--- src/tve_map.svh ---
// Constant map of the video encoder timing and subcarrier register set.
`ifndef TVE_MAP_SVH
`define TVE_MAP_SVH
// Behaviour
// - One bit selects timing master or slave.
// - Two bits select the video timing mode.
// - Slave mode: bit honours or ignores blank input.
// - Two bits add luma delay, 74 ns each; code rounds each step up to 19 clocks, 76 ns.
// - Host always writes zero to pixel format.
// - Low-high-low on reset bit restarts timing counters.
// - Host pulses timing reset after reset, mode change.
// - Master mode: two bits set hsync width.
// - Two bits shift hsync against field/vsync.
// - Mode 1: shared field positions hsync versus field.
// - Mode 2: shared field sets vsync width.
// - Two bits shift hsync against pixel data.
// - Software computes increment from cycles per line.
// - Frequency byte zero resets 16h; host writes 1E.
// - Phase register offsets subcarrier, 1.41 degrees per step.
// - Two bytes hold even field caption data.
// - Two bytes hold odd field caption data.
// - NTSC: line bits switch pedestal off per line.
// - PAL: line bits enable teletext per line.
// - Four bits place teletext request rise, 0-15.
// - Four bits place teletext request fall, 0-15.
// - Fall field zero: fall tracks rise, length kept.

// ----------------------------------------------------------------------
// Register offsets
// ----------------------------------------------------------------------
`define TVE_OFS_TR0       5'h07
`define TVE_OFS_TR1       5'h08
`define TVE_OFS_SUBCARRIER_FREQ_BYTE0      5'h09
`define TVE_OFS_SUBCARRIER_FREQ_BYTE3      5'h0C
`define TVE_OFS_PHASE     5'h0D
`define TVE_OFS_CCE0      5'h0E
`define TVE_OFS_CCO0      5'h10
`define TVE_OFS_LEN0      5'h12
`define TVE_OFS_LEN3      5'h15
`define TVE_OFS_TTXC      5'h19
`define TVE_REG_COUNT     19
`define TVE_SUBCARRIER_FREQ_BYTE0_RESET    8'h16
`define TVE_SUBCARRIER_FREQ_BYTE0_NTSC     8'h1E

// ----------------------------------------------------------------------
// Field positions
// ----------------------------------------------------------------------
`define TVE_TR0_MASTER    0
`define TVE_TR0_MODE      1
`define TVE_TR0_BLANK     3
`define TVE_TR0_LUMA      4
`define TVE_TR0_PIXFMT    6
`define TVE_TR0_TRESET    7
`define TVE_TR1_HSW       0
`define TVE_TR1_HSV       2
`define TVE_TR1_FEV       4
`define TVE_TR1_ALIGN     6
`define TVE_TTX_FALL      0
`define TVE_TTX_RISE      4

// ----------------------------------------------------------------------
// Timing
// ----------------------------------------------------------------------
`define TVE_CLK_PS        4000
`define TVE_LUMA_STEP_PS  74000
`define TVE_LINE_CLKS     1716
`define TVE_FRAME_LINES   525
`define TVE_HS_W_BASE     11'h040
`define TVE_HS_W_STEP     11'h010
`define TVE_HS_POS_STEP   11'h004
`define TVE_VS_LINES      10'h003
`define TVE_VBI_FIRST     10'h007
`define TVE_VBI_LINES     10'h010
`define TVE_ACTIVE_START  11'h0F4
`define TVE_TTX_BASE      11'h0C8
`define TVE_TTX_WINDOW    11'h578

// ----------------------------------------------------------------------
// Host controller registers
// ----------------------------------------------------------------------
`define TVE_H_TGT         4'h0
`define TVE_H_DATA        4'h1
`define TVE_H_CTRL        4'h2
`define TVE_H_STAT        4'h3
`define TVE_H_RDATA       4'h4
`endif

--- src/tve_pkg.sv ---
// Types shared by both ends of the video encoder register link.
`include "tve_map.svh"
package tve_pkg;
    localparam int LD_STEP  = (`TVE_LUMA_STEP_PS + `TVE_CLK_PS - 1) / `TVE_CLK_PS;
    localparam int LD_DEPTH = 3 * LD_STEP + 1;

    typedef enum logic [1:0] {TVE_MODE0, TVE_MODE1, TVE_MODE2, TVE_MODE3} tve_mode_e;

    typedef struct packed {
        logic [`TVE_REG_COUNT-1:0][7:0] regs;
        logic [LD_DEPTH-1:0][7:0]       ldly;
        logic                           treset_prev;
        logic                           ext_hs_prev;
        logic                           ext_vs_prev;
        logic [10:0]                    hcnt;
        logic [9:0]                     vcnt;
        logic [31:0]                    acc;
        logic [2:0]                     hs_pipe;
        logic [7:0]                     rdata;
        logic [7:0]                     sc_phase;
        logic [7:0]                     luma_out;
        logic [15:0]                    caption_word;
        logic                           hsync_n;
        logic                           vsync_n;
        logic                           field;
        logic                           blank_n;
        logic                           ttx_req;
        logic                           ped_off;
        logic                           ttx_line;
    } tve_dev_s;

    typedef enum logic [2:0] {H_INIT_FSC, H_TR_HI, H_TR_LO, H_IDLE, H_RWAIT} tve_host_e;

    typedef struct packed {
        tve_host_e  state;
        logic [4:0] tgt;
        logic [7:0] data;
        logic [7:0] tr0;
        logic [7:0] rdata;
        logic [7:0] sw_rdata;
        logic [4:0] addr;
        logic [7:0] wdata;
        logic       wr;
        logic       rd;
    } tve_host_s;
endpackage

--- src/tve_link_if.sv ---
// Register link between the encoder host and the encoder register set.
`timescale 1ns/10ps
interface tve_link_if;
    logic [4:0] addr;
    logic [7:0] wdata;
    logic       wr;
    logic       rd;
    logic [7:0] rdata;

    modport host (output addr, output wdata, output wr, output rd, input rdata);
    modport dev  (input addr, input wdata, input wr, input rd, output rdata);
endinterface

--- src/tve_dev.sv ---
// Encoder register set with timing generator, subcarrier and teletext request.
`timescale 1ns/10ps
module tve_dev
    import tve_pkg::*;
#(
    parameter int LINE_CLKS   = `TVE_LINE_CLKS,
    parameter int FRAME_LINES = `TVE_FRAME_LINES
) (
    input  wire logic        ref_clk,
    input  wire logic        reset_n,
    tve_link_if.dev          lnk,
    input  wire logic        video_is_pal,
    input  wire logic        ext_hsync_n,
    input  wire logic        ext_vsync_n,
    input  wire logic        ext_blank_n,
    input  wire logic [7:0]  luma_in,
    output logic             hsync_out_n,
    output logic             vsync_out_n,
    output logic             field_out,
    output logic             blank_out_n,
    output logic             teletext_request,
    output logic             pedestal_off,
    output logic             teletext_line,
    output logic [7:0]       subcarrier_phase_out,
    output logic [7:0]       luma_out,
    output logic [15:0]      caption_word
);
    tve_dev_s q;
    tve_dev_s n;

    localparam logic [10:0] LINE_LAST  = 11'(LINE_CLKS - 1);
    localparam logic [9:0]  FRAME_LAST = 10'(FRAME_LINES - 1);
    localparam logic [9:0]  HALF_LINES = 10'(FRAME_LINES / 2);

    // ------------------------------------------------------------------
    // Register access and timing generation
    // ------------------------------------------------------------------
    logic        mapped;
    logic [4:0]  idx;
    logic [7:0]  tr0;
    logic [7:0]  tr1;
    logic [7:0]  ttxc;
    logic        master;
    logic        restart;
    tve_mode_e   mode;
    logic [10:0] hs_pos;
    logic [10:0] hs_wid;
    logic [9:0]  vs_len;
    logic [9:0]  fline;
    logic [9:0]  lidx;
    logic        in_vbi;
    logic [15:0] lbits;
    logic        hs_int;
    logic        int_blank_n;
    logic [10:0] rise_at;
    logic [10:0] fall_at;
    logic [31:0] inc;
    logic [1:0]  align;
    logic [1:0]  lsteps;

    always_comb begin
        n       = q;
        idx     = lnk.addr - `TVE_OFS_TR0;
        mapped  = (lnk.addr >= `TVE_OFS_TR0 && lnk.addr <= `TVE_OFS_LEN3)
                  || lnk.addr == `TVE_OFS_TTXC;
        if (lnk.addr == `TVE_OFS_TTXC) begin
            idx = 5'(`TVE_REG_COUNT - 1);
        end
        n.rdata = 8'h00;
        if (lnk.rd && mapped) begin
            n.rdata = q.regs[idx];
        end
        if (lnk.wr && mapped) begin
            n.regs[idx] = lnk.wdata;
        end

        tr0     = q.regs[`TVE_OFS_TR0 - `TVE_OFS_TR0];
        tr1     = q.regs[`TVE_OFS_TR1 - `TVE_OFS_TR0];
        ttxc    = q.regs[`TVE_REG_COUNT - 1];
        master  = tr0[`TVE_TR0_MASTER];
        mode    = tve_mode_e'(tr0[`TVE_TR0_MODE +: 2]);
        align   = tr1[`TVE_TR1_ALIGN +: 2];
        lsteps  = tr0[`TVE_TR0_LUMA +: 2];
        inc     = {q.regs[`TVE_OFS_SUBCARRIER_FREQ_BYTE3 - `TVE_OFS_TR0], q.regs[`TVE_OFS_SUBCARRIER_FREQ_BYTE0 + 5'h02 - `TVE_OFS_TR0],
                   q.regs[`TVE_OFS_SUBCARRIER_FREQ_BYTE0 + 5'h01 - `TVE_OFS_TR0], q.regs[`TVE_OFS_SUBCARRIER_FREQ_BYTE0 - `TVE_OFS_TR0]};

        // Counters restart when the reset bit falls after having been high.
        n.treset_prev = tr0[`TVE_TR0_TRESET];
        restart       = q.treset_prev && !tr0[`TVE_TR0_TRESET];
        n.ext_hs_prev = ext_hsync_n;
        n.ext_vs_prev = ext_vsync_n;
        if (restart || (!master && q.ext_hs_prev && !ext_hsync_n)) begin
            n.hcnt = 11'h000;
            if (restart || (!master && !ext_vsync_n && q.ext_vs_prev)) begin
                n.vcnt = 10'h000;
            end
        end else if (q.hcnt == LINE_LAST) begin
            n.hcnt = 11'h000;
            n.vcnt = (q.vcnt == FRAME_LAST) ? 10'h000 : q.vcnt + 10'h001;
        end else begin
            n.hcnt = q.hcnt + 11'h001;
        end

        // Master hsync position and width.
        hs_pos = 11'(tr1[`TVE_TR1_HSV +: 2]) * `TVE_HS_POS_STEP;
        if (mode == TVE_MODE1) begin
            hs_pos = hs_pos + 11'(tr1[`TVE_TR1_FEV +: 2]) * `TVE_HS_POS_STEP;
        end
        hs_wid = `TVE_HS_W_BASE + 11'(tr1[`TVE_TR1_HSW +: 2]) * `TVE_HS_W_STEP;
        vs_len = `TVE_VS_LINES;
        if (mode == TVE_MODE2) begin
            vs_len = `TVE_VS_LINES + 10'(tr1[`TVE_TR1_FEV +: 2]);
        end
        n.field  = q.vcnt >= HALF_LINES;
        fline    = n.field ? q.vcnt - HALF_LINES : q.vcnt;
        n.vsync_n = master ? !(fline < vs_len) : ext_vsync_n;
        hs_int   = master ? !(q.hcnt >= hs_pos && q.hcnt < hs_pos + hs_wid) : ext_hsync_n;
        n.hs_pipe = {q.hs_pipe[1:0], hs_int};
        n.hsync_n = (align == 2'h0) ? hs_int : q.hs_pipe[align - 2'h1];

        // Blanking and per-line enables.
        lidx   = fline - `TVE_VBI_FIRST;
        in_vbi = fline >= `TVE_VBI_FIRST && fline < `TVE_VBI_FIRST + `TVE_VBI_LINES;
        int_blank_n = (q.hcnt >= `TVE_ACTIVE_START) && !in_vbi && fline >= `TVE_VBI_FIRST;
        n.blank_n = (!master && tr0[`TVE_TR0_BLANK]) ? ext_blank_n : int_blank_n;
        lbits = n.field ? {q.regs[`TVE_OFS_LEN0 + 5'h01 - `TVE_OFS_TR0],
                           q.regs[`TVE_OFS_LEN0 - `TVE_OFS_TR0]}
                        : {q.regs[`TVE_OFS_LEN3 - `TVE_OFS_TR0],
                           q.regs[`TVE_OFS_LEN3 - 5'h01 - `TVE_OFS_TR0]};
        n.ped_off  = !video_is_pal && in_vbi && lbits[lidx[3:0]];
        n.ttx_line = video_is_pal && in_vbi && lbits[lidx[3:0]];

        // Teletext request window.
        rise_at = `TVE_TTX_BASE + 11'(ttxc[`TVE_TTX_RISE +: 4]);
        if (ttxc[`TVE_TTX_FALL +: 4] == 4'h0) begin
            fall_at = rise_at + `TVE_TTX_WINDOW;
        end else begin
            fall_at = `TVE_TTX_BASE + `TVE_TTX_WINDOW - 11'(ttxc[`TVE_TTX_FALL +: 4]);
        end
        n.ttx_req = n.ttx_line && q.hcnt >= rise_at && q.hcnt < fall_at;

        // Subcarrier synthesis, captions and luma delay.
        n.acc      = restart ? 32'h0000_0000 : q.acc + inc;
        n.sc_phase = q.acc[31:24] + q.regs[`TVE_OFS_PHASE - `TVE_OFS_TR0];
        n.caption_word = n.field
            ? {q.regs[`TVE_OFS_CCE0 + 5'h01 - `TVE_OFS_TR0], q.regs[`TVE_OFS_CCE0 - `TVE_OFS_TR0]}
            : {q.regs[`TVE_OFS_CCO0 + 5'h01 - `TVE_OFS_TR0], q.regs[`TVE_OFS_CCO0 - `TVE_OFS_TR0]};
        n.ldly     = {q.ldly[LD_DEPTH-2:0], luma_in};
        n.luma_out = q.ldly[32'(lsteps) * LD_STEP];
    end

    always_ff @(posedge ref_clk or negedge reset_n) begin
        if (!reset_n) begin
            q <= '0;
            q.regs[`TVE_OFS_SUBCARRIER_FREQ_BYTE0 - `TVE_OFS_TR0] <= `TVE_SUBCARRIER_FREQ_BYTE0_RESET;
            q.hsync_n <= 1'b1;
            q.vsync_n <= 1'b1;
            q.hs_pipe <= 3'h7;
            q.ext_hs_prev <= 1'b1;
            q.ext_vs_prev <= 1'b1;
        end else begin
            q <= n;
        end
    end

    assign lnk.rdata            = q.rdata;
    assign hsync_out_n          = q.hsync_n;
    assign vsync_out_n          = q.vsync_n;
    assign field_out            = q.field;
    assign blank_out_n          = q.blank_n;
    assign teletext_request     = q.ttx_req;
    assign pedestal_off         = q.ped_off;
    assign teletext_line        = q.ttx_line;
    assign subcarrier_phase_out = q.sc_phase;
    assign luma_out             = q.luma_out;
    assign caption_word         = q.caption_word;
endmodule

--- src/flat_wrapper.sv ---
// flat-port wrapper written by rule: the top's interface ports become plain ports
module tve_dev_flat import tve_pkg::*;
#(
    parameter int LINE_CLKS   = `TVE_LINE_CLKS,
    parameter int FRAME_LINES = `TVE_FRAME_LINES
)
  (ref_clk, reset_n, video_is_pal, ext_hsync_n, ext_vsync_n, ext_blank_n, luma_in, hsync_out_n, vsync_out_n, field_out, blank_out_n, teletext_request, pedestal_off, teletext_line, subcarrier_phase_out, luma_out, caption_word, lnk_addr, lnk_wdata, lnk_wr, lnk_rd, lnk_rdata);
  tve_link_if lnk_i ();
  input  wire logic ref_clk;
  input  wire logic reset_n;
  input  wire logic video_is_pal;
  input  wire logic ext_hsync_n;
  input  wire logic ext_vsync_n;
  input  wire logic ext_blank_n;
  input  wire logic [7:0] luma_in;
  output logic hsync_out_n;
  output logic vsync_out_n;
  output logic field_out;
  output logic blank_out_n;
  output logic teletext_request;
  output logic pedestal_off;
  output logic teletext_line;
  output logic [7:0] subcarrier_phase_out;
  output logic [7:0] luma_out;
  output logic [15:0] caption_word;
  input wire logic [$bits(lnk_i.addr)-1:0] lnk_addr;
  input wire logic [$bits(lnk_i.wdata)-1:0] lnk_wdata;
  input wire logic [$bits(lnk_i.wr)-1:0] lnk_wr;
  input wire logic [$bits(lnk_i.rd)-1:0] lnk_rd;
  output wire logic [$bits(lnk_i.rdata)-1:0] lnk_rdata;
  assign lnk_i.addr = lnk_addr;
  assign lnk_i.wdata = lnk_wdata;
  assign lnk_i.wr = lnk_wr;
  assign lnk_i.rd = lnk_rd;
  assign lnk_rdata = lnk_i.rdata;
  tve_dev #(.LINE_CLKS(LINE_CLKS), .FRAME_LINES(FRAME_LINES)) u_core (.ref_clk(ref_clk), .reset_n(reset_n), .lnk(lnk_i), .video_is_pal(video_is_pal), .ext_hsync_n(ext_hsync_n), .ext_vsync_n(ext_vsync_n), .ext_blank_n(ext_blank_n), .luma_in(luma_in), .hsync_out_n(hsync_out_n), .vsync_out_n(vsync_out_n), .field_out(field_out), .blank_out_n(blank_out_n), .teletext_request(teletext_request), .pedestal_off(pedestal_off), .teletext_line(teletext_line), .subcarrier_phase_out(subcarrier_phase_out), .luma_out(luma_out), .caption_word(caption_word));
endmodule
--- config.mk ---
export PLATFORM = sky130hd
export DESIGN_NAME = tve_dev_flat
export DESIGN_NICKNAME = d
export VERILOG_FILES = /design/src/tve_pkg.sv /design/src/tve_link_if.sv /design/src/tve_dev.sv /design/src/flat_wrapper.sv
export VERILOG_INCLUDE_DIRS = /design/src
export SDC_FILE = /design/constraint.sdc
export NUM_CORES = 1
export LEC_CHECK = 0
export ABC_AREA = 1
export BUFFER_PORTS_ARGS = -buffer_cell sky130_fd_sc_hd__buf_4
export CAP_MARGIN = 20
export CORE_MARGIN = 2
export CORE_UTILIZATION = 60
export DETAILED_ROUTE_END_ITERATION = 10
export PLACE_DENSITY = 0.79
export SETUP_SLACK_MARGIN = 0.5
export SLEW_MARGIN = 5
export SYNTH_ARGS = -nofsm -noshare
export SYNTH_HDL_FRONTEND = slang
export SYNTH_SLANG_ARGS = --single-unit
--- constraint.sdc ---
create_clock -name ref_clk -period 3.95 [get_ports ref_clk]
set_input_delay 0.1975 -clock ref_clk [delete_from_list [all_inputs] [get_ports ref_clk]]
set_output_delay 0.1975 -clock ref_clk [all_outputs]
set_load 0.02 [all_outputs]
==> results.md, run 1 <==
- EDFF count, synth: 0
- Vias in the first global route: about 22000
- Final setup fails: 0
- Biggest area consumer among synthesized cells: dfrtp_1
- Largest net degree at the start of global routing: 129
- Total Power: about 22 mW
- Number of synthesis warnings: 0
- Gr ovfl total: 0
- 1st-pass router iterations: 6
- PwrDens: roughly 660 nW/um^2
- Sink Count: around 720
- Clk_skew: around 0.032 ns
- Final period util: approximately four fifths
- Die Ht: 225 um
- Finished Cell Area: 32800 um^2
- Worst vdd ir: ~0.45 mV
- Post-synth top cells: dfrtp_1, nand2_1, o21ai_0
- Die Width: approximately 220 um
- Clk slew on worst S/H paths: approximately 0.070 ns
- Status: completed
- Crit path arrival time: around 3.7 ns
- Via count: between 20000 and 25000
- All-Layer GR Usage: between 20% and 30%
- Rows: 80
- Mapped Cells: 2878
- Nets: approximately 3000
- Initial antenna violation count: 0
- Syn_area_per_cell: around 10 um^2
- CTS H-tree lvls: 3
- CTS Buf Count: between 70 and 80
- Buffers on Ports: 75
- Maxcap violations: 0
- Crit path kind: flop to flop
- Fin crit period: between 3 and 4 ns
- Worst-case clock buffer depth: 3
- DR WL/cell: ~20 um
- Final wirelength: roughly 74000 um
- RePlAce Congestion: 0.911
- Post-synth top area share: ~61%
- Share of cells above drive strength 1: 10.4%
- Required @ worst endpoint: 4.51 ns
- Core Region: between 40000 and 50000 um^2
- Fmax: around 320 MHz
- Asr flop ratio synth: 100%
- Most numerous cell in the Yosys netlist: dfrtp_1
- Endpoint class of the critical path: flop
- Most area-consuming cells after synthesis: dfrtp_1, o21ai_0, nand2_1
- N_diodes: 0
- Hold Slack: around 0.12 ns
- Post-CTS Setup Bufs: 0
- CP startpoint kind: flop
- P_leak: between 15 and 20 nW
- Worst Tran Pin Value: a little under 1 ns
- RSZ-0062 raised after global routing: no
- CTS tree: built
- Area grow syn2layout: 12.0%
- Placed Area: about 30000 um^2
- Syn Nets: approximately 3000
- Ports: 76
- Initial cell density of the core: about three fifths
- DRC Markers: 0
- First-pass GRT wire length: roughly 120000 um
- Ys flop type: dfrtp_1
- CTS root buffer: clkbuf_16
- Vias/cell: 6.06
- Worst min path class: input pin to flop
- Setup TNS: 0 ns
- Max-slew violations: 0
- Worst-skew pair later-pin latency: between 0.6 and 0.7 ns
- Netlist cell types: 62
- Register bit total from synthesis: about 720
- Relative slew slack: around a third
- Die Footprint: 50500 um^2
- Register area share after synthesis: 61.8%
- Final HPWL DP: 45000 um
- Post-DRT Antenna Nets: 0
- Crit Path Max Fanout: 62
- Initial DRC Count: between 2000 and 2500
- Final hold vios: 0
- Syn Std Cell Area: ~29000 um^2
- Reg2reg setup slack: roughly 0.85 ns
## placed cells by master (no fill, tap or decap), types with 10 or more instances in the layout
cell             n
dfstp_2         10
o22ai_1         41
o21ai_1         52
clkbuf_1        14
and3_1          13
nand3_1        139
inv_1          183
ha_1            77
nand4_1         13
o211ai_1        15
o21ai_0        367
buf_4           98
nand2_1        420
o221ai_1        12
clkbuf_16       73
a221oi_1        16
clkinv_2        12
nor2_1         269
a21oi_1        169
a31oi_1         17
dlygate4sd3_1   22
clkbuf_8        14
xor2_1          16
nor2_4          10
nor2_2          12
dfrtp_1        711
inv_2           14
nor3_1          20
## critical path, cell delays in order, from the launching register on
cell	delay, ns
dfrtp_1	0.38
inv_1	0.33
ha_1	0.22
nand2_1	0.05
inv_1	0.06
nand2_1	0.06
nor2_2	0.25
nor2_4	0.15
nand2_8	0.30
nand2_1	0.09
nand2_1	0.14
ha_1	0.30
inv_1	0.14
nand3_1	0.11
nand3_1	0.09
nand3_1	0.09
nand2_1	0.09
nand2_1	0.07
nor2_2	0.09
## flip-flops by register name, summed over array words and instances (netlist names), 8 cells and up
signal,cells
u_core.subcarrier_phase_out,8
u_core.luma_out,8
u_core.ttxc,8
u_core.q,161
u_core.lnk.rdata,8
u_core.inc,32
u_core.tr1,8
u_core.caption_word,16
u_core.tr0,8
u_core.n,458
## per-layer routing
layer	vias to the layer above	wire length [um]	track usage (%)
met4	0	3180	13.6
met3	221	5150	5.54
met2	944	35000	47.3
met5	-	0	0
met1	10800	30300	40.6
li1	9724	-	-
## per-stage QoR
step | std cells | utilization, % | worst slack [ns]
after floorplan | 2878 | - | 1.04
after global placement | 3427 | 62.6 | 0.887
after detailed placement | 3427 | 62.6 | 0.710
after CTS | 3576 | 68.2 | 0.686
after global routing | 3578 | 68.3 | 0.574
final | 3578 | 68.3 | 0.850
## power breakdown
group          switching, mW  total (mW)  internal (mW)
clock                   2.96        7.06           4.10
combinational           3.50        5.35           1.85
sequential             0.694        9.10           8.40
## final timing paths
kind                          startpoint                       to  cells after the start
max                         u_core.q[82]  u_core.teletext_request                     18
min                               lnk_wr            u_core.q[690]                      4
max reg2reg                 u_core.q[82]  u_core.teletext_request                     18
min reg2reg                u_core.n[312]            u_core.n[320]                      0
max in group asynchronous        reset_n             u_core.q[88]                      3
min in group asynchronous        reset_n       u_core.luma_out[2]                      2
## final cells by class
cell class	instances	area, um^2
clock buffers	101	2070
clock inverters	26	388
fillers	3389	15200
inverters	200	752
multi-input cells	1784	9550
flip-flops and latches	722	18100
well taps	615	769
repair buffers	130	1150
## kinds of logic (layout without fill, tap and decap cells)
| family | after synthesis | count (layout) | synth area share, % |
|---|---|---|---|
| AO/OA/AOI/OAI | 749 | 749 | 14.3 |
| adder cells (fa/ha/maj) | 81 | 81 | 3.54 |
| buffers and inverters | 373 | 457 | 5.66 |
| XOR/XNOR | 24 | 24 | 0.847 |
| AND/OR/NAND/NOR | 929 | 930 | 13.8 |
| flip-flops | 722 | 722 | 61.8 |
## timing repair
item,CTS,global route
gates resized for setup,0,2
setup endpoints to repair,0,4
hold endpoints to repair,142,0
hold buffers,22,0
Power figures use the tool's default switching activity.
==> inputs of run 2 (changes only) <==
clock period = 2.9 ns   (was 3.95 ns; I/O delays follow)
==> run 2 against run 1 <==
Compared with the run above:
- critical path depth down 3
- clock skew shrank 0.010 ns
- die area is the same
- setup slack got worse by 0.48 ns
- register-to-register slack worse by 0.48 ns
- first-iteration DRC count up 1.1%
- worst hold slack worse by 0.050 ns
- utilization is 1.7 points higher
- largest cell class unchanged
- largest power group unchanged
==> results.md, run 2 (synthesized netlist as in run 1, its figures left out) <==
- Number of fill cells: 3243 (was 3389)
- Register area: 18100 um^2 (about the same)
- Clock share of power: 32.6% (was 32.8%)
- Ports: 76 (unchanged)
- RePlAce Congestion: 0.932 (was 0.911)
- Worst vdd ir: 0.646 mV (was 0.451 mV)
- Final period util: 87.2% (was 78.5%)
- DR WL/cell: 20.9 um (was 20.6 um)
- CP startpoint kind: flop (unchanged)
- Die Ht: 225 um (unchanged)
- Area grow syn2layout: 14.8% (was 12.0%)
- Fin crit period: 2.53 ns (was 3.10 ns)
- Worst-case clock buffer depth: 3 (unchanged)
- Hold Crit Start: lnk_wr (unchanged)
- Global Route met2 Usage: 49.4% (was 47.3%)
- CTS Buf Count: 72 (unchanged)
- Commonest cells after routing, fill and taps aside: dfrtp_1, nand2_1, o21ai_0 (unchanged)
- Clk_skew: 0.0218 ns (was 0.0320 ns)
- Crit path kind: flop to flop (unchanged)
- Met1 Track Usage GR: 41.0% (was 40.6%)
- Endpoint class of the critical path: flop (unchanged)
- Non-filler cells, final: 3629 (was 3578)
- Slowest CP cell: dfrtp_1 (unchanged)
- Sink Count: 722 (unchanged)
- Crit path launch: u_core.tr1[4] (was u_core.q[82])
- Status: completed (unchanged)
- Required @ worst endpoint: 3.46 ns (was 4.51 ns)
- RSZ-0062 raised after global routing: yes (was no)
- CP Cell Sequence: ha_2, inv_2, fa_2, nor2_4, ha_4, ha_4, inv_4, ha_4, nand2_4, buf_6, nor4_4, a2111oi_4, nand3_1, nand3b_1, nand2_1 (was inv_1, ha_1, nand2_1, inv_1, nand2_1, nor2_2, nor2_4, nand2_8, nand2_1, nand2_1, ha_1, inv_1, nand3_1, nand3_1, nand3_1, nand2_1, nand2_1, nor2_2)
- CP max stage delay: 0.37 ns (was 0.38 ns)
- Initial DRC Count: 2305 (was 2279)
- Commonest non-fill, non-tap cell in the layout: dfrtp_1 (unchanged)
- Core Region: 47900 um^2 (unchanged)
- Largest register FFs: 458 (unchanged)
- DRC Markers: 0 (unchanged)
- Final hold vios: 0 (unchanged)
- Die Width: 225 um (unchanged)
- Rows: 80 (unchanged)
- Vias/cell: 6.05 (was 6.06)
- Worst-skew pair later-pin latency: 0.63 ns (about the same)
- Total Power: 29.8 mW (was 21.5 mW)
- P_leak: 15.5 nW (was 15.1 nW)
- Net switching power: 9.96 mW (was 7.15 mW)
- Initial antenna violation count: 0 (unchanged)
- Internal power: 19.9 mW (was 14.3 mW)
- CTS H-tree lvls: 3 (unchanged)
- Worst min path class: input pin to flop (unchanged)
- CTS root buffer: clkbuf_16 (unchanged)
- All-Layer GR Usage: 30.3% (was 29.9%)
- Sequential power share: 41.5% (was 42.3%)
- Max-slew violations: 0 (unchanged)
- PwrDens: 889 nW/um^2 (was 656 nW/um^2)
- Final setup fails: 0 (unchanged)
- Met3 global-route usage: 5.55% (was 5.54%)
- 1st-pass router iterations: 7 (was 6)
- Most used cell, CP: ha_4 (was nand2_1)
- Die Footprint: 50500 um^2 (unchanged)
- CTS tree: built (unchanged)
- Nets: 3067 (was 3020)
- Fmax: 395 MHz (was 323 MHz)
- Switching Fraction: 33.4% (was 33.3%)
- Final WS setup: 0.371 ns (was 0.850 ns)
- First-pass GRT wire length: 120000 um (was 118000 um)
- Via count: 22000 (was 21700)
- Post-Place Setup Slack: 0.213 ns (was 0.710 ns)
- Multi-input combinational cell area: 9800 um^2 (was 9550 um^2)
- Maxcap violations: 0 (unchanged)
- Initial cell density of the core: 61.0% (unchanged)
- Buffers on Ports: 75 (unchanged)
- Final HPWL DP: 46100 um (was 45000 um)
- Dpl cells: 3446 (was 3427)
- Relative slew slack: 49.5% (was 34.8%)
- Logic pwr share: 25.9% (was 24.9%)
- Final wirelength: 76000 um (was 73600 um)
- Setup TNS: 0 ns (unchanged)
- Worst Tran Pin Value: 0.756 ns (was 0.978 ns)
- Crit Path Max Fanout: 2 (was 62)
- Gr ovfl total: 0 (unchanged)
- N_diodes: 0 (unchanged)
- Gr busiest metal: met2 (unchanged)
- Vias in the first global route: 22200 (was 22000)
- Clk slew on worst S/H paths: 0.07 ns (about the same)
- Post-DRT Antenna Nets: 0 (unchanged)
- R2R Path Start: u_core.tr1[4] (was u_core.q[82])
- Hold Slack: 0.0731 ns (was 0.123 ns)
- Largest net degree at the start of global routing: 115 (was 129)
- Crit path arrival time: 3.09 ns (was 3.66 ns)
- Share of cells above drive strength 1: 13.6% (was 10.4%)
## run 2: power groups by stage
| stage | Clock (mW) | Combinational (mW) | Sequential, mW |
|---|---|---|---|
| 2_1_floorplan | 0 | 5.24 | 12.1 |
| 3_3_place_gp | 0 | 6.92 | 12.4 |
| 3_5_place_dp | 0 | 7.16 | 12.5 |
| 4_1_cts | 9.82 | 7.45 | 12.3 |
| 5_1_grt | 10.2 | 8.55 | 12.5 |
| 6_report | 9.73 | 7.73 | 12.4 |
## run 2: final timing paths
| path | to | depth (start not counted) | slack, ns |
|---|---|---|---|
| worst max-delay path | u_core.hsync_out_n | 15 | 0.37 |
| worst min register to register | u_core.q[563] | 0 | 0.34 |
| worst min-delay path | u_core.q[697] | 5 | 0.07 |
| worst max register to register | u_core.hsync_out_n | 15 | 0.37 |
| min in group asynchronous | u_core.n[473] | 2 | 0.13 |
| max in group asynchronous | u_core.n[161] | 3 | 1.72 |
## run 2: area by class of cell
class / instances / area share [%]
clock buffers: 103 / 6.31
multi-input cells: 1783 / 29.2
inverters: 200 / 2.29
clock inverters: 28 / 1.11
repair buffers: 178 / 4.96
flip-flops and latches: 722 / 53.9
well taps: 615 / 2.29
## run 2: metrics by stage
stage	cell area, um^2	util, %
floorplan	29300	-
global placement	30300	63.1
detailed placement	30300	63.1
CTS	33200	69.2
global route	33600	70.0
finish	33600	70.0
## run 2: critical path: cells and delay by family, from the launching register on
kind                       cells  cell delay, ns
AOI/OAI and AO/OA              1            0.07
adders and majority gates      5            1.10
buffers and inverters          3            0.21
and+or+nand+nor                6            0.75
DFF                            1            0.37
## run 2: what timing repair did
action                                  4_1_cts  5_1_grt
buffers inserted                              4       22
gates resized for setup                      28       44
endpoints found under the setup margin       17       25
pin swaps                                    13       11
hold buffers                                 22        0
cloned                                        1        3
endpoints found under the hold margin       142        0
## run 2: layer usage
metal	routed length, um	part of all wire, %
met2	36600	48
met4	2990	3.9
met5	0	0
met3	5270	6.9
met1	31200	41
==> inputs of run 3 (changes only) <==
CORE_MARGIN = default   (was 2)
==> run 3 against run 2 <==
Compared with the run above:
- setup slack better by 0.028 ns
- sequential cell count unchanged
- fmax grew 1.1%
- sequential power about the same
- via count rose by 0.30%
- die area fell by 1.8%
- clock skew rose by 0.0015 ns
==> results.md, run 3 (synthesized netlist as in run 1, its figures left out) <==
- Clk slew on worst S/H paths: 0.06 ns (was 0.07 ns)
- RSZ-0062 raised after global routing: yes (unchanged)
- Worst Tran Pin Value: 0.749 ns (was 0.756 ns)
- Vias/cell: 6.08 (was 6.05)
- RePlAce Congestion: 0.918 (was 0.932)
- Relative slew slack: 50.0% (was 49.5%)
- Fin crit period: 2.50 ns (was 2.53 ns)
- Fmax: 400 MHz (was 395 MHz)
- CP startpoint kind: flop (unchanged)
- Die Width: 223 um (was 225 um)
- Die Ht: 223 um (was 225 um)
- Nets: 3064 (was 3067)
- Worst min path class: input pin to asynchronous set/reset pin (was input pin to flop)
- Worst vdd ir: 0.666 mV (was 0.646 mV)
- Crit path arrival time: 3.04 ns (was 3.09 ns)
- CTS Buf Count: 72 (unchanged)
- Largest net degree at the start of global routing: 115 (unchanged)
- N_diodes: 0 (unchanged)
- First-pass GRT wire length: 118000 um (was 120000 um)
- Setup TNS: 0 ns (unchanged)
- Post-DRT Antenna Nets: 0 (unchanged)
- Maxcap violations: 0 (unchanged)
- Final HPWL DP: 45500 um (was 46100 um)
- Dpl cells: 3451 (was 3446)
- Buffers on Ports: 75 (unchanged)
- CTS tree: built (unchanged)
- Required @ worst endpoint: 3.44 ns (was 3.46 ns)
- Endpoint class of the critical path: flop (unchanged)
- Crit Path Max Fanout: 2 (unchanged)
- Share of cells above drive strength 1: 14.0% (was 13.6%)
- Non-filler cells, final: 3623 (was 3629)
- Gr ovfl total: 0 (unchanged)
- Status: completed (unchanged)
- Initial DRC Count: 2227 (was 2305)
- Clk_skew: 0.0233 ns (was 0.0218 ns)
- Final wirelength: 75200 um (was 76000 um)
- Final hold vios: 0 (unchanged)
- Via count: 22000 (about the same)
- Worst-skew pair later-pin latency: 0.62 ns (was 0.63 ns)
- Area grow syn2layout: 15.2% (was 14.8%)
- Initial antenna violation count: 1 (was 0)
- Commonest cells after routing, fill and taps aside: dfrtp_1, nand2_1, o21ai_0 (unchanged)
- 1st-pass router iterations: 6 (was 7)
- DRC Markers: 0 (unchanged)
- R2R Path Start: u_core.tr1[2] (was u_core.tr1[4])
- Crit path kind: flop to flop (unchanged)
- CTS root buffer: clkbuf_16 (unchanged)
- DR WL/cell: 20.8 um (was 20.9 um)
- All-Layer GR Usage: 30.4% (was 30.3%)
- Crit path launch: u_core.tr1[2] (was u_core.tr1[4])
- Ports: 76 (unchanged)
- Largest register FFs: 458 (unchanged)
- Worst-case clock buffer depth: 3 (unchanged)
- P_leak: 15.5 nW (about the same)
- CTS H-tree lvls: 3 (unchanged)
- Vias in the first global route: 21900 (was 22200)
- Max-slew violations: 0 (unchanged)
- Initial cell density of the core: 61.0% (unchanged)
- Core Region: 47900 um^2 (unchanged)
- Sink Count: 722 (unchanged)
- Final setup fails: 0 (unchanged)
- Final period util: 86.3% (was 87.2%)
- PwrDens: 883 nW/um^2 (was 889 nW/um^2)
- Rows: 80 (unchanged)
- Commonest non-fill, non-tap cell in the layout: dfrtp_1 (unchanged)
- Die Footprint: 49600 um^2 (was 50500 um^2)
## run 3: cell types whose count changed in the layout (fill, tap and decap cells not counted), moves of 3 or more
cell,previous run,this run
buf_12,14,17
buf_4,133,125
bufinv_16,6,9
clkbuf_1,12,8
clkbuf_8,18,11
clkinv_2,13,21
ha_1,70,66
ha_4,7,11
nand2_1,414,407
nand2_2,14,19
## run 3: routing by layer
metal | part of all wire, % | wire length (um) | up-vias | global-route usage, %
met5 | 0.012 | 9 | - | 0
met4 | 4.3 | 3210 | 2 | 13.8
met3 | 7.1 | 5320 | 221 | 4.36
met2 | 48 | 36000 | 1084 | 48.6
met1 | 41 | 30700 | 10900 | 41.6
li1 | - | - | 9810 | -
## run 3: cell type report
class	instances	area, um^2
repair buffers	175	1720
inverters	200	771
flip-flops and latches	722	18100
multi-input cells	1783	9870
clock inverters	36	470
clock buffers	92	2010
well taps	615	769
fillers	3200	14200
## run 3: critical path, stage by stage, from the launching register on
cell	delay, ns
dfrtp_1	0.36
ha_2	0.18
inv_2	0.04
fa_2	0.36
nor2_4	0.13
ha_4	0.15
ha_4	0.14
inv_2	0.05
ha_4	0.24
nand2_4	0.09
nor2_2	0.05
a2111oi_4	0.38
nand3_1	0.12
nand3b_1	0.10
nand2_1	0.05
## run 3: report_power, final
part	internal (mW)	switching, mW	total (mW)
clock	5.74	3.95	9.69
sequential	11.4	0.941	12.4
combinational	2.77	4.92	7.68
## run 3: worst paths after layout
path,cells past startpoint,endpoint,slack [ns]
setup reg to reg,14,u_core.hsync_out_n,0.40
hold reg to reg,0,u_core.n[201],0.33
min in group ref_clk,5,u_core.q[662],0.07
max in group asynchronous,4,u_core.vsync_out_n,1.79
setup / recovery,14,u_core.hsync_out_n,0.40
hold / removal,2,u_core.n[513],0.07
## run 3: repair_timing
item | CTS | global route
pin swaps | 13 | 15
endpoints found under the hold margin | 208 | 0
gates cloned | 0 | 5
endpoints found under the setup margin | 16 | 27
hold buffers | 22 | 0
resized for setup | 34 | 59
buffers inserted | 6 | 11
## run 3: metrics by stage
step | util [%] | hold WS [ns] | total power, mW | setup WS, ns | area (um^2)
floorplan | - | -0.151 | 17.4 | 0.413 | 29300
global placement | 63.3 | 0.131 | 19.4 | 0.277 | 30300
detailed placement | 63.3 | 0.141 | 19.7 | 0.212 | 30300
CTS | 69.3 | 0.0539 | 29.6 | 0.402 | 33200
global route | 70.3 | 0.0940 | 31.2 | 0.324 | 33700
finish | 70.3 | 0.0720 | 29.8 | 0.399 | 33700
